## src/rtl/dcsp_pkg.sv

```systemverilog
// Purpose: Shared constants and types of the disconnector status and permit
//          block.
// Assumes: One 25 MHz clock; registers on a plain strobe port.
// Notes:   Times are kept in their own unit; cycle counts derive from them.
package dcsp_pkg;
    localparam int unsigned CLK_PERIOD_NS = 40;
    localparam int unsigned MS_NS = 1_000_000;
    localparam int unsigned MS_CYCLES_DEF = MS_NS / CLK_PERIOD_NS;
    localparam logic [15:0] MIN_PULSE_MS = 16'h03E8;
    localparam logic [15:0] PULSE_MS_RST = 16'h03E8;
    localparam logic [15:0] SBO_MS_RST = 16'h1388;
    localparam logic [7:0] OPER_MS = 8'h96;

    localparam logic [7:0] ADDR_CTRL = 8'h00;
    localparam logic [7:0] ADDR_PULSE = 8'h04;
    localparam logic [7:0] ADDR_SBO = 8'h08;
    localparam logic [7:0] ADDR_STATUS = 8'h0C;
    localparam logic [7:0] ADDR_IRQ_STAT = 8'h10;
    localparam logic [7:0] ADDR_IRQ_MASK = 8'h14;
    localparam logic [7:0] ADDR_OP_COUNT = 8'h18;

    localparam int CTRL_SBO_EN_BIT = 0;
    localparam logic CTRL_SBO_EN_RST = 1'b0;
    localparam int IRQ_BITS = 3;
    localparam int IRQ_STATUS_BIT = 0;
    localparam int IRQ_REFUSED_BIT = 1;
    localparam int IRQ_OPER_BIT = 2;
    localparam logic [2:0] IRQ_MASK_RST = 3'h0;

    typedef enum logic [1:0] {
        CODE_INTERMEDIATE,
        CODE_OFF,
        CODE_ON,
        CODE_BAD
    } dcsp_code_t;

    typedef struct packed {
        logic valid;
        logic close;
        logic remote;
    } dcsp_cmd_t;
endpackage

```

## src/rtl/dcsp_core.sv

```systemverilog
// Purpose: Position decoding, status events and command gating of a
//          disconnector controller, with a millisecond timebase.
// Assumes: All inputs synchronous to clk_i; feedback already debounced.
// Notes:   Register port answers reads one cycle later, never stalls.
// Notes on behaviour
// [RL1] The two feedback inputs map to intermediate 0, off 1, on 2, bad 3.
// [RL2] Every change of the position code raises one status event.
// [RL3] A command needs the local or remote authority that matches its source.
// [RL4] Open needs the open permit, close needs the close permit.
// [RL5] Authority, permit and no blocking must all hold at once, else refuse.
// [RL6] Operate timing stays within 5 percent or 15 ms of the set value.
// [RL7] Outside logic grants permits only while the breaker is cleanly open.
// [RL8] The filtered opened output is high only while the code is off.
// [RL9] While the operation block input is high every command is refused.
// [RL10] The command pulse ends early on confirmation, never below minimum; a pulse_ms set below MIN_PULSE_MS ends it sooner.
// [RL11] Each operation gives a 150 ms pulse counted by a resettable counter.
// [RL12] A selection not followed by a command in time is dropped unused.
// [RL13] All timing uses a millisecond tick; reset clears timers and counts.
`timescale 1ns/1ps
module dcsp_core
    import dcsp_pkg::*;
#(
    parameter int unsigned MS_CYCLES = MS_CYCLES_DEF
) (
    input wire logic clk_i,
    input wire logic resetn_i,
    input wire logic closed_feedback_i,
    input wire logic open_feedback_i,
    input wire logic open_permit_i,
    input wire logic close_permit_i,
    input wire logic operation_block_i,
    input wire logic local_auth_i,
    input wire logic remote_auth_i,
    input wire dcsp_cmd_t cmd_i,
    input wire logic select_i,
    input wire logic [7:0] addr_i,
    input wire logic [31:0] wdata_i,
    input wire logic wr_i,
    input wire logic rd_i,
    output logic [31:0] rdata_o,
    output logic [1:0] position_status_code_o,
    output logic status_event_o,
    output logic opened_o,
    output logic closed_o,
    output logic open_command_pulse_o,
    output logic close_command_pulse_o,
    output logic oper_pulse_o,
    output logic cmd_refused_o,
    output logic irq_o
);
    logic [31:0] ms_div;
    logic ms_tick;
    logic sbo_en;
    logic [15:0] pulse_ms;
    logic [15:0] sbo_ms;
    logic [IRQ_BITS-1:0] irq_stat;
    logic [IRQ_BITS-1:0] irq_mask;
    logic [31:0] op_count;
    logic [15:0] pulse_cnt;
    logic [7:0] oper_cnt;
    logic [15:0] sbo_cnt;
    logic armed;
    logic pulse_busy;
    logic pulse_close;
    dcsp_code_t next_code;
    logic auth_ok;
    logic permit_ok;
    logic accept;
    logic refuse;
    logic confirmed;
    logic pulse_end;
    logic [IRQ_BITS-1:0] irq_set;

    ////////////////////////////////////////////////////////////////////////
    // Millisecond timebase. The tick is exact, so the only timing error is
    // one tick of quantisation, far inside the tolerance band. // RL6
    always_ff @(posedge clk_i or negedge resetn_i) begin
        if (!resetn_i) begin
            ms_div <= 32'h0000_0000;
            ms_tick <= 1'b0;
        end else if (ms_div == MS_CYCLES - 1) begin
            ms_div <= 32'h0000_0000; // RL13
            ms_tick <= 1'b1;
        end else begin
            ms_div <= ms_div + 32'h0000_0001;
            ms_tick <= 1'b0;
        end
    end

    ////////////////////////////////////////////////////////////////////////
    // Position decoding and status events.
    always_comb begin
        next_code = dcsp_code_t'({closed_feedback_i, open_feedback_i}); // RL1
    end

    always_ff @(posedge clk_i or negedge resetn_i) begin
        if (!resetn_i) begin
            position_status_code_o <= CODE_INTERMEDIATE;
            status_event_o <= 1'b0;
            opened_o <= 1'b0;
            closed_o <= 1'b0;
        end else begin
            position_status_code_o <= next_code;
            status_event_o <= (next_code != position_status_code_o); // RL2
            opened_o <= (next_code == CODE_OFF); // RL8
            closed_o <= (next_code == CODE_ON);
        end
    end

    ////////////////////////////////////////////////////////////////////////
    // Command gating. A command arriving while a pulse runs is refused, as
    // a second pulse could drive both coils at once.
    always_comb begin
        auth_ok = cmd_i.remote ? remote_auth_i : local_auth_i; // RL3
        permit_ok = cmd_i.close ? close_permit_i : open_permit_i; // RL4
        accept = cmd_i.valid && auth_ok && permit_ok && !operation_block_i
            && !pulse_busy && (!sbo_en || armed); // RL5 RL9 RL12
        refuse = cmd_i.valid && !accept;
        confirmed = pulse_close ? (position_status_code_o == CODE_ON)
            : (position_status_code_o == CODE_OFF);
        pulse_end = pulse_busy && ms_tick
            && ((pulse_cnt + 16'h0001 >= MIN_PULSE_MS && confirmed)
            || pulse_cnt + 16'h0001 >= pulse_ms); // RL10
    end

    // Select before operate: a selection arms the block for sbo_ms.
    always_ff @(posedge clk_i or negedge resetn_i) begin
        if (!resetn_i) begin
            armed <= 1'b0;
            sbo_cnt <= 16'h0000;
        end else if (accept || (armed && ms_tick
            && sbo_cnt + 16'h0001 >= sbo_ms)) begin
            armed <= 1'b0; // RL12
            sbo_cnt <= 16'h0000;
        end else if (select_i && sbo_en) begin
            armed <= 1'b1;
            sbo_cnt <= 16'h0000;
        end else if (armed && ms_tick) begin
            sbo_cnt <= sbo_cnt + 16'h0001;
        end
    end

    always_ff @(posedge clk_i or negedge resetn_i) begin
        if (!resetn_i) begin
            pulse_busy <= 1'b0;
            pulse_close <= 1'b0;
            pulse_cnt <= 16'h0000;
            open_command_pulse_o <= 1'b0;
            close_command_pulse_o <= 1'b0;
            cmd_refused_o <= 1'b0;
        end else begin
            cmd_refused_o <= refuse; // RL5
            if (accept) begin
                pulse_busy <= 1'b1;
                pulse_close <= cmd_i.close;
                pulse_cnt <= 16'h0000;
                open_command_pulse_o <= !cmd_i.close;
                close_command_pulse_o <= cmd_i.close;
            end else if (pulse_end) begin
                pulse_busy <= 1'b0; // RL10
                open_command_pulse_o <= 1'b0;
                close_command_pulse_o <= 1'b0;
            end else if (pulse_busy && ms_tick) begin
                pulse_cnt <= pulse_cnt + 16'h0001;
            end
        end
    end

    ////////////////////////////////////////////////////////////////////////
    // Operation pulse and counter; a counter clear loses to an increment.
    always_ff @(posedge clk_i or negedge resetn_i) begin
        if (!resetn_i) begin
            oper_pulse_o <= 1'b0;
            oper_cnt <= 8'h00;
        end else if (accept) begin
            oper_pulse_o <= 1'b1; // RL11
            oper_cnt <= 8'h00;
        end else if (oper_pulse_o && ms_tick) begin
            oper_cnt <= oper_cnt + 8'h01;
            if (oper_cnt + 8'h01 >= OPER_MS) begin
                oper_pulse_o <= 1'b0;
            end
        end
    end

    always_ff @(posedge clk_i or negedge resetn_i) begin
        if (!resetn_i) begin
            op_count <= 32'h0000_0000; // RL13
        end else if (accept) begin
            op_count <= op_count + 32'h0000_0001; // RL11
        end else if (wr_i && addr_i == ADDR_OP_COUNT) begin
            op_count <= 32'h0000_0000;
        end
    end

    ////////////////////////////////////////////////////////////////////////
    // Register port and interrupt.
    always_ff @(posedge clk_i or negedge resetn_i) begin
        if (!resetn_i) begin
            sbo_en <= CTRL_SBO_EN_RST;
            pulse_ms <= PULSE_MS_RST;
            sbo_ms <= SBO_MS_RST;
            irq_mask <= IRQ_MASK_RST;
        end else if (wr_i) begin
            case (addr_i)
                ADDR_CTRL: sbo_en <= wdata_i[CTRL_SBO_EN_BIT];
                ADDR_PULSE: pulse_ms <= wdata_i[15:0];
                ADDR_SBO: sbo_ms <= wdata_i[15:0];
                ADDR_IRQ_MASK: irq_mask <= wdata_i[IRQ_BITS-1:0];
                default: ;
            endcase
        end
    end

    always_comb begin
        irq_set = '0;
        irq_set[IRQ_STATUS_BIT] = next_code != position_status_code_o;
        irq_set[IRQ_REFUSED_BIT] = refuse;
        irq_set[IRQ_OPER_BIT] = accept;
    end

    always_ff @(posedge clk_i or negedge resetn_i) begin
        if (!resetn_i) begin
            irq_stat <= '0;
            irq_o <= 1'b0;
        end else begin
            if (wr_i && addr_i == ADDR_IRQ_STAT) begin
                irq_stat <= (irq_stat & ~wdata_i[IRQ_BITS-1:0]) | irq_set;
            end else begin
                irq_stat <= irq_stat | irq_set;
            end
            irq_o <= |((irq_stat | irq_set) & irq_mask);
        end
    end

    always_ff @(posedge clk_i or negedge resetn_i) begin
        if (!resetn_i) begin
            rdata_o <= 32'h0000_0000;
        end else if (rd_i) begin
            case (addr_i)
                ADDR_CTRL: rdata_o <= {31'h0000_0000, sbo_en};
                ADDR_PULSE: rdata_o <= {16'h0000, pulse_ms};
                ADDR_SBO: rdata_o <= {16'h0000, sbo_ms};
                ADDR_STATUS: rdata_o <= {27'h000_0000, armed, pulse_busy,
                    oper_pulse_o, position_status_code_o};
                ADDR_IRQ_STAT: rdata_o <= {29'h0000_0000, irq_stat};
                ADDR_IRQ_MASK: rdata_o <= {29'h0000_0000, irq_mask};
                ADDR_OP_COUNT: rdata_o <= op_count;
                default: rdata_o <= 32'h0000_0000;
            endcase
        end else begin
            rdata_o <= 32'h0000_0000;
        end
    end
endmodule

```

## config.mk

```make
export PLATFORM = sky130hd
export DESIGN_NAME = dcsp_core
export DESIGN_NICKNAME = d
export VERILOG_FILES = /design/src/rtl/dcsp_pkg.sv /design/src/rtl/dcsp_core.sv
export SDC_FILE = /design/constraint.sdc
export NUM_CORES = 1
export LEC_CHECK = 0
export BUFFER_PORTS_ARGS = -buffer_cell sky130_fd_sc_hd__buf_2
export CAP_MARGIN = 0
export CELL_PAD_IN_SITES_DETAIL_PLACEMENT = 1
export CELL_PAD_IN_SITES_GLOBAL_PLACEMENT = 1
export CORE_MARGIN = 2
export CORE_UTILIZATION = 44
export CTS_BUF_LIST = sky130_fd_sc_hd__clkbuf_4
export DETAILED_ROUTE_END_ITERATION = 10
export PLACE_DENSITY_LB_ADDON = 0.1
export SLEW_MARGIN = 10
export SYNTH_ARGS = -nofsm -noshare
export SYNTH_HDL_FRONTEND = slang
export SYNTH_SLANG_ARGS = --single-unit
```

## constraint.sdc

```tcl
create_clock -name clk_i -period 3.4 [get_ports clk_i]
set_input_delay 0.85 -clock clk_i [delete_from_list [all_inputs] [get_ports clk_i]]
set_output_delay 0.85 -clock clk_i [all_outputs]
set_load 0.05 [all_outputs]
```

==> results of run 1 <==
[sequential cells by signal, summed over array words and instances, names as in the netlist, 2 cells and up]
| signal | count |
|---|---|
| ms_div | 32 |
| sbo_cnt | 16 |
| op_count | 32 |
| oper_cnt | 8 |
| irq_mask | 3 |
| pulse_ms | 16 |
| irq_stat | 3 |
| pulse_cnt | 16 |
| sbo_ms | 16 |
| position_status_code_o | 2 |
| rdata_o | 32 |
[per-stage QoR]
step	util	hold slack, ns	TNS [ns]	worst slack [ns]	instance area, sq um
finish	0.5177	0.2157	0	0.01614	11260
floorplan	-	0.4329	0	0.01758	9723
global route	0.5177	0.1966	-0.8672	-0.09887	11260
detailed placement	0.4955	0.4526	-2.972	-0.2389	10780
global placement	0.4955	0.4482	-0.9316	-0.09072	10780
CTS	0.5135	0.1905	0	0.009965	11170
[area by class of cell]
| cell class | count | area, sq um | area share |
|---|---|---|---|
| sequential | 189 | 4746 | 0.4214 |
| clock inverter | 15 | 125.1 | 0.01111 |
| clock buffer | 17 | 127.6 | 0.01133 |
| multi-input combinational | 692 | 4786 | 0.4250 |
| inverter | 44 | 165.2 | 0.01466 |
| antenna | 1 | 2.502 | 0.0002222 |
| tap | 280 | 350.3 | 0.03111 |
| timing repair buffer | 148 | 959.7 | 0.08521 |
[per-layer routing]
| layer | vias up | track usage | wire length, um |
|---|---|---|---|
| met5 | - | 0 | 0 |
| met3 | 19 | 0.03470 | 947 |
| li1 | 3675 | - | - |
| met2 | 131 | 0.3897 | 12710 |
| met1 | 3895 | 0.3207 | 12410 |
| met4 | 0 | 0.04409 | 251 |
[timing repair]
action                     4_1_cts  5_1_grt
setup endpoints to repair       16       18
setup buffers                    6        6
gates resized for setup         16       11
pin swaps                       12        8
gates cloned                     1        0
[worst paths after layout]
path | cells after the start | slack, ns | end
worst max-delay path | 14 | 0.02 | pulse_cnt[7]
worst min-delay path | 1 | 0.22 | rdata_o[24]
worst max register to register | 14 | 0.02 | pulse_cnt[7]
worst min register to register | 1 | 0.47 | ms_div[0]
max in group asynchronous | 2 | 2.43 | sbo_ms[3]
min in group clk_i | 1 | 0.43 | position_status_code_o[1]
[cell families (layout without fill, tap and decap cells)]
group,Yosys count,after routing,synth area share
muxes,51,51,0.05716
DFF,189,189,0.4880
buffers and inverters,78,224,0.03347
other,0,1,0
adders and majority gates,38,38,0.04892
AOI/OAI and AO/OA,153,153,0.1096
and+or+nand+nor,381,382,0.2016
xor gates and xnor gates,68,68,0.06128
[where the power goes]
part	internal, mW	switching, mW	total, mW
Clock	0.318	0.858	1.18
Sequential	2.37	0.164	2.53
Combinational	0.268	0.382	0.649
[cell usage after synthesis (4+ instances only)]
master    number  area share
a22oi_1        4      0.0031
and2_1         8      0.0051
nor3_2         4      0.0041
mux2i_1       15       0.015
a31o_2         5      0.0045
nand2b_1      12      0.0077
a222oi_1      13       0.013
nand2_2        4      0.0026
dfrtp_1      178        0.46
clkbuf_1      21      0.0081
a31oi_1        6      0.0039
nor3_1         6      0.0031
nor2_1        66       0.025
nor4_1        10      0.0064
nand4_1       27       0.017
a21oi_1       30       0.015
dfstp_2       11       0.030
inv_1         44       0.017
buf_4          4      0.0031
xnor2_1       31       0.028
mux2_2        36       0.042
nand2_1      108       0.042
or3_1          5      0.0032
nor2b_1        9      0.0058
a21o_1        12      0.0093
buf_2          8      0.0041
xor2_1        37       0.033
and3_1        46       0.030
nand3_1       52       0.027
a31o_1         5      0.0045
ha_1          38       0.049
o21ai_0       39       0.020
[critical path: stages, from the launching register on]
cell	delay (ns)
dfrtp_1	0.43
and4_4	0.26
nand4_1	0.17
buf_4	0.20
buf_4	0.13
nor2_2	0.10
or2_4	0.14
ha_4	0.19
nor2b_1	0.12
or4_4	0.49
a311o_1	0.35
a21oi_4	0.27
nand2_4	0.14
buf_6	0.16
mux2i_2	0.17
==> summary.txt, run 1 <==
Logic synthesis
  – Syn nets: 1051
  – Sequential area share after synthesis: 0.4880
  – Synth Flop Type: dfrtp_1
  – Gate Count Post-Synth: 958
  – EDFF count, synth: 0
  – FFs w/ async S/R, synth: 1.000
  – Mapped Area: 0.009719 sq mm
  – Syn avg cell area: 10.15 sq um
  – Yosys reg bits: 189
  – Post-synthesis cell type count: 66
  – Synth warnings: 0

Finish
  – Final Non-Filler Cells: 1386
  – Commonest non-fill, non-tap cell in the layout: dfrtp_1
  – Fill cell count: 2456
  – Proportion of layout cells with a drive suffix above 1: 0.2434
  – Area growth from synthesis to layout: 15.87%
  – Most frequent cells in the layout: 176 x dfrtp_1, 108 x nand2_1, 79 x buf_2, 64 x nor2_1, 62 x buf_4
  – Post-layout net count: 1185

Pwr
  – Pwr per Cell Area: 386.9 mW/mm^2
  – Static leakage: 5.578 nW
  – Total power: 4.357 mW
  – Worst VDD drop: 0.2301 mV

Detailed routing
  – # DRC: 0
  – Overall routed net length: 26330 um
  – DR iter-0 viols: 372
  – Number of vias per cell: 5.570
  – First-pass DRT Iterations: 8
  – Via count: 7720
  – Avg WL per Cell: 18.99 um
  – Routed Antenna Nets: 0

Worst setup path
  – Crit path kind: flip-flop to flip-flop
  – CP max FO: 7
  – Critical path launch point: pulse_cnt[3]
  – Worst r2r src: pulse_cnt[3]
  – Critical path required time: 3.91 ns
  – Startpoint Class: flip-flop
  – Crit path arrival time: 3.89 ns
  – Setup crit end kind: flip-flop

Die
  – Core area: 0.02176 sq mm
  – Starting density of the core: 0.4467
  – Rows: 54
  – Die ar.: 0.02329 sq mm
  – Die Y: 152.6 um
  – I/O pins: 97
  – Die width: 152.6 um

Placed design
  – Routability Congestion: 0.8336
  – Input/output buffers: 80
  – Placed Instances: 1340
  – HPWL Detailed: 19630 um

STA
  – Final Hold Fails: 0
  – Relative slew slack: 0.4418
  – Clk_skew: 0.03787 ns
  – Worst-Margin Slew: 0.8373 ns
  – Max Slew Vio Count: 0
  – Fmax: 0.2955 GHz
  – Unrepaired setup endpoints after global routing: yes
  – Tmin final: 3.384 ns
  – # setup viols final: 0
  – Final worst path period share: 0.9953

Clock network
  – Clk Latency, worst-skew pair: 0.59 ns
  – Clock H-tree levels: 4
  – CTS tree: done
  – CTS root buf: clkbuf_4
  – CTS Buffer Depth: 2
  – # hold bufs at CTS: 0
  – Clock slew at reported path FFs: 0.17 ns
  – Num CTS Buffers: 17
  – CTS Sinks: 189

Global routing
  – Largest net degree at the start of global routing: 59
  – Vias in the first global route: 8050
  – Gr usage total: 0.2312
  – Gr ovfl total: 0
  – Global-route wire length before repair: 43100 um
  – Initial antenna violation count: 1

Outcome
  – Status: completed

Min path
  – Hold Path Class: primary input to async pin

Flow run
  – Max-Cap Viols: 0
(Power assumes the default switching activity.)
==> run 2: changes to the inputs <==
--- a/config.mk
+++ b/config.mk
@@ -13,7 +13,7 @@
 export CORE_UTILIZATION = 44
 export CTS_BUF_LIST = sky130_fd_sc_hd__clkbuf_4
 export DETAILED_ROUTE_END_ITERATION = 10
-export PLACE_DENSITY_LB_ADDON = 0.1
+export PLACE_DENSITY = 0.82
 export SLEW_MARGIN = 10
 export SYNTH_ARGS = -nofsm -noshare
 export SYNTH_HDL_FRONTEND = slang
==> run 2 against run 1 <==
The flow now finishes with violations (setup timing). Setup slack lost 0.33 ns. Clock power increased by 17%. Cell area increased by 1.4%. Global-route usage rose by 1.9 points.
==> summary.txt, run 2 (synthesized netlist as in run 1, its figures left out) <==
Finish
  – Most frequent cells in the layout: 175 x dfrtp_1, 108 x nand2_1, 79 x buf_2, 65 x nor2_1, 64 x buf_4
  – Proportion of layout cells with a drive suffix above 1: 0.2597
  – Post-layout net count: 1189
  – Fill cell count: 2452
  – Largest regs: ms_div: 32 flops, op_count: 32 flops, rdata_o: 32 flops
  – Area growth from synthesis to layout: 17.52%
  – Final Non-Filler Cells: 1391
  – Post-route cell area: 0.01142 sq mm
  – Commonest non-fill, non-tap cell in the layout: dfrtp_1
  – Util after Layout: 0.5250

Clock network
  – CTS tree: done
  – # hold bufs at CTS: 0
  – CTS Buffer Depth: 2
  – Clock slew at reported path FFs: 0.18 ns
  – CTS root buf: clkbuf_4
  – CTS Sinks: 189
  – Clk Latency, worst-skew pair: 0.63 ns
  – Clock H-tree levels: 4
  – Num CTS Buffers: 17

Outcome
  – Failing checks: setup timing
  – Status: finished with violations

Detailed routing
  – DR iter-0 viols: 577
  – Number of vias per cell: 5.947
  – Avg WL per Cell: 22.28 um
  – Overall routed net length: 30990 um
  – First-pass DRT Iterations: 5
  – Via count: 8272
  – Routed Antenna Nets: 0
  – # DRC: 0

Global routing
  – Initial antenna violation count: 2
  – Gr ovfl total: 0
  – Largest net degree at the start of global routing: 80
  – Gr usage total: 0.2505
  – Global-route wire length before repair: 46490 um
  – Vias in the first global route: 8541

Die
  – Core area: 0.02176 sq mm
  – Die ar.: 0.02329 sq mm
  – Starting density of the core: 0.4467
  – Die Y: 152.6 um
  – Die width: 152.6 um
  – Rows: 54
  – I/O pins: 97

Worst setup path
  – Reg-to-reg slack, setup: -0.31 ns
  – Delay-heaviest family, CP: simple AND/OR/NAND/NOR gates
  – Critical path required time: 3.93 ns
  – Critical path, cell by cell: ha_2 -> nand3_4 -> nor2_4 -> buf_4 -> nand3_1 -> xnor2_2 -> ha_1 -> a21oi_2 -> o21ai_2 -> or4_4 -> a311o_1 -> a21oi_4 -> nand2_4 -> buf_6 -> mux2i_1
  – Max stage delay cell, worst path: dfrtp_1
  – R2r endpoint: pulse_cnt[0]
  – Startpoint Class: flip-flop
  – CP max FO: 7
  – Buf/Inv on CP: 2
  – Setup crit end kind: flip-flop
  – Crit path kind: flip-flop to flip-flop
  – Reg2reg path depth: 15
  – Worst r2r src: pulse_cnt[0]
  – Crit path arrival time: 4.25 ns
  – Critical path's largest stage delay: 0.48 ns

STA
  – # setup viols final: 19
  – Worst-Margin Slew: 1.041 ns
  – Final worst path period share: 1.092
  – Tmin final: 3.713 ns
  – Final Hold Fails: 0
  – Final hold slack: 0.2026 ns
  – Max Slew Vio Count: 0
  – Clk_skew: 0.01503 ns
  – Relative slew slack: 0.3063
  – Fmax: 0.2693 GHz
  – Final WS setup: -0.3131 ns
  – Unrepaired setup endpoints after global routing: yes

Pwr
  – Pwr per Cell Area: 399.4 mW/mm^2
  – Static leakage: 5.616 nW
  – Total power: 4.562 mW
  – Worst VDD drop: 0.1692 mV

Placed design
  – HPWL Detailed: 20490 um
  – Routability Congestion: 0.8986
  – Input/output buffers: 80
  – Dpl cell area: 0.01072 sq mm
  – Placed Instances: 1334

Flow run
  – Max-Cap Viols: 0

Min path
  – Hold Path Class: primary input to async pin
## run 2: cell type report
type	instances	area, sq um	area share
diodes	2	5.005	0.0004382
clock buffers	17	127.6	0.01117
clock inverters	15	197.7	0.01731
inverters	44	165.2	0.01446
multi-input cells	692	4841	0.4238
flip-flops and latches	189	4747	0.4156
well taps	280	350.3	0.03067
repair buffers	152	988.4	0.08654
## run 2: timing repair
| item | 4_1_cts | 5_1_grt |
|---|---|---|
| endpoints found under the hold margin | 0 | 0 |
| gates resized for setup | 17 | 28 |
| setup endpoints to repair | 16 | 19 |
| pin swaps | 14 | 20 |
| gates cloned | 2 | 0 |
| buffers inserted | 11 | 10 |
## run 2: metal layers
layer / vias to the layer above / track usage / part of all wire
li1: 3682 / - / -
met1: 4227 / 0.3236 / 0.42
met2: 285 / 0.4335 / 0.50
met3: 76 / 0.04067 / 0.047
met4: 2 / 0.07716 / 0.031
met5: - / 0 / 0.00042
## run 2: through the flow
stage	setup slack, ns	TNS [ns]
floorplan	0.01758	0
global placement	-0.05913	-0.5219
detailed placement	-0.1634	-2.084
CTS	0.003265	0
global route	-0.3730	-4.557
finish	-0.3131	-3.383
## run 2: worst register-to-register path: cells and delay by family (launching register included)
| kind | cells | cell delay (ns) |
|---|---|---|
| AOI/OAI and AO/OA | 4 | 0.90 |
| xor gates and xnor gates | 1 | 0.21 |
| adders and majority gates | 2 | 0.47 |
| buffers and inverters | 2 | 0.30 |
| DFF | 1 | 0.48 |
| muxes | 1 | 0.21 |
| and+or+nand+nor | 5 | 1.06 |
## run 2: how the worst max path moves through the flow
stage                       startpoint       endpoint  slack, ns  cells past startpoint
after CTS                 pulse_cnt[0]   pulse_cnt[1]      0.003                     13
after floorplan           pulse_cnt[2]  pulse_cnt[10]       0.02                     14
after global routing      pulse_cnt[0]   pulse_cnt[0]      -0.37                     15
after global placement    pulse_cnt[3]   pulse_cnt[6]      -0.06                     12
after detailed placement  pulse_cnt[3]   pulse_cnt[6]      -0.16                     12
final                     pulse_cnt[0]   pulse_cnt[0]      -0.31                     15
## run 2: power breakdown
part | switching [mW] | internal [mW]
Sequential | 0.159 | 2.37
Combinational | 0.405 | 0.254
Clock | 0.958 | 0.418
Total | 1.52 | 3.04
==> run 3: changes to the inputs <==
--- a/config.mk
+++ b/config.mk
@@ -9,6 +9,7 @@
 export CAP_MARGIN = 0
 export CELL_PAD_IN_SITES_DETAIL_PLACEMENT = 1
 export CELL_PAD_IN_SITES_GLOBAL_PLACEMENT = 1
+export CORE_ASPECT_RATIO = 1.25
 export CORE_MARGIN = 2
 export CORE_UTILIZATION = 44
 export CTS_BUF_LIST = sky130_fd_sc_hd__clkbuf_4
==> run 3 against run 2 <==
The run still ends with setup timing left. Die area hardly changed. Largest cell class is now registers. Routed wire length is 13% lower. Highest routed layer unchanged. Count of clock-buffer cells in the layout stayed put. Global-route usage is 0.94 points lower. First-iteration DRC count is 17% lower. Non-clock buffer count is 22 lower. Setup slack better by 0.14 ns. Register-to-register slack better by 0.14 ns. Sequential share of layout area is 1.2 points higher.
==> summary.txt, run 3 (synthesized netlist as in run 1, its figures left out) <==
Global routing
  – Met3 usage: 0.03277
  – Gr usage total: 0.2411
  – Gr ovfl total: 0
  – Largest net degree at the start of global routing: 75
  – Global-route wire length before repair: 43590 um
  – Initial antenna violation count: 2
  – Met1 usage: 0.3067
  – Vias in the first global route: 8277
  – GRT Max-Usage Layer: met2
  – GR Util met2: 0.4093

Worst setup path
  – Critical path required time: 3.93 ns
  – Crit path arrival time: 4.11 ns
  – Setup crit end kind: flip-flop
  – Reg2reg path depth: 12
  – Reg-to-reg slack, setup: -0.18 ns
  – Max stage delay cell, worst path: dfrtp_1
  – Crit path kind: flip-flop to flip-flop
  – Worst r2r src: pulse_cnt[6]
  – R2r endpoint: pulse_cnt[4]
  – Critical path, cell by cell: and4_4 -> nand4_1 -> nor2_1 -> xor2_1 -> ha_1 -> a21oi_2 -> o21ai_2 -> or4_4 -> a311o_1 -> a21oi_4 -> nand2_2 -> a31o_2
  – Startpoint Class: flip-flop
  – Critical path's largest stage delay: 0.44 ns
  – CP max FO: 7
  – Delay-heaviest family, CP: compound AO/OA/AOI/OAI gates
  – Buf/Inv on CP: 0

Detailed routing
  – # DRC: 0
  – Routed Antenna Nets: 0
  – Number of vias per cell: 5.783
  – Via count: 7906
  – Avg WL per Cell: 19.66 um
  – First-pass DRT Iterations: 5
  – DR iter-0 viols: 477
  – Overall routed net length: 26880 um

Pwr
  – Static leakage: 5.493 nW
  – Worst VDD drop: 0.1976 mV
  – Pwr per Cell Area: 399.4 mW/mm^2

STA
  – Final Hold Fails: 0
  – Final WS setup: -0.1771 ns
  – Fmax: 0.2796 GHz
  – Max Slew Vio Count: 0
  – TNS Setup: -2.009 ns
  – # setup viols final: 16
  – Final hold slack: 0.1587 ns
  – Relative slew slack: 0.5576
  – Tmin final: 3.577 ns
  – Worst-Margin Slew: 0.6612 ns
  – Unrepaired setup endpoints after global routing: yes
  – Clk_skew: 0.02390 ns
  – Final worst path period share: 1.052

Finish
  – Largest regs: ms_div: 32 flops, op_count: 32 flops, rdata_o: 32 flops
  – Proportion of layout cells with a drive suffix above 1: 0.2300
  – Commonest non-fill, non-tap cell in the layout: dfrtp_1
  – Most frequent cells in the layout: 177 x dfrtp_1, 107 x nand2_1, 79 x buf_2, 65 x nor2_1, 52 x nand3_1
  – Final Non-Filler Cells: 1367
  – Post-layout net count: 1167
  – Area growth from synthesis to layout: 14.29%
  – Util after Layout: 0.5138

Clock network
  – Clk Latency, worst-skew pair: 0.63 ns
  – CTS tree: done
  – Clock slew at reported path FFs: 0.19 ns
  – # hold bufs at CTS: 0
  – CTS root buf: clkbuf_4
  – CTS Buffer Depth: 2
  – Clock H-tree levels: 4
  – CTS Sinks: 189
  – Num CTS Buffers: 17

Die
  – Core area: 0.02162 sq mm
  – Die Y: 170.2 um
  – Die ar.: 0.02330 sq mm
  – Starting density of the core: 0.4495
  – Die width: 136.9 um
  – Rows: 60
  – I/O pins: 97

Placed design
  – Routability Congestion: 0.9127
  – Placed Instances: 1324
  – Input/output buffers: 80
  – HPWL Detailed: 19720 um

Min path
  – Hold Path Class: primary input to async pin

Outcome
  – Status: finished with violations
  – Failing checks: setup timing

Flow run
  – Max-Cap Viols: 0
## run 3: through the flow
stage / power (mW) / worst slack, ns / area (sq um)
final: 4.437 / -0.1771 / 11110
after global routing: 4.666 / -0.2949 / 11110
after CTS: 4.470 / 0.005589 / 11030
after detailed placement: 3.196 / -0.1410 / 10680
after global placement: 3.158 / -0.01374 / 10680
after floorplan: 2.926 / 0.01758 / 9723
## run 3: layer usage
metal / routed length [um] / up-vias
li1: - / 3648
met1: 11300 / 4007
met2: 13560 / 194
met3: 1149 / 55
met4: 853 / 2
met5: 13 / -
## run 3: worst max path at each step
stage                     cells past startpoint  slack (ns)         start            end
after global routing                         13       -0.29  pulse_cnt[3]   pulse_cnt[0]
after global placement                       12       -0.01  pulse_cnt[6]   pulse_cnt[1]
after detailed placement                     12       -0.14  pulse_cnt[6]   pulse_cnt[5]
final                                        12       -0.18  pulse_cnt[6]   pulse_cnt[4]
after CTS                                    12       0.006  pulse_cnt[3]   pulse_cnt[2]
after floorplan                              14        0.02  pulse_cnt[2]  pulse_cnt[10]
## run 3: cell type report
| type | instances | area (sq um) |
|---|---|---|
| well taps | 279 | 349.1 |
| flip-flops and latches | 189 | 4745 |
| multi-input cells | 692 | 4725 |
| inverters | 44 | 165.2 |
| repair buffers | 130 | 833.3 |
| clock buffers | 17 | 127.6 |
| clock inverters | 15 | 161.4 |
| fillers | 2442 | 10510 |
| diodes | 1 | 2.502 |
## run 3: report_power, final
group,switching [mW],internal [mW]
clock network,0.922,0.346
registers,0.163,2.37
logic,0.382,0.255
total,1.47,2.97
## run 3: what timing repair did
action / in CTS / in global routing
pin swaps: 5 / 8
gates cloned: 1 / 0
setup buffers: 5 / 4
hold endpoints to repair: 0 / 0
gates resized for setup: 6 / 10
endpoints found under the setup margin: 16 / 21
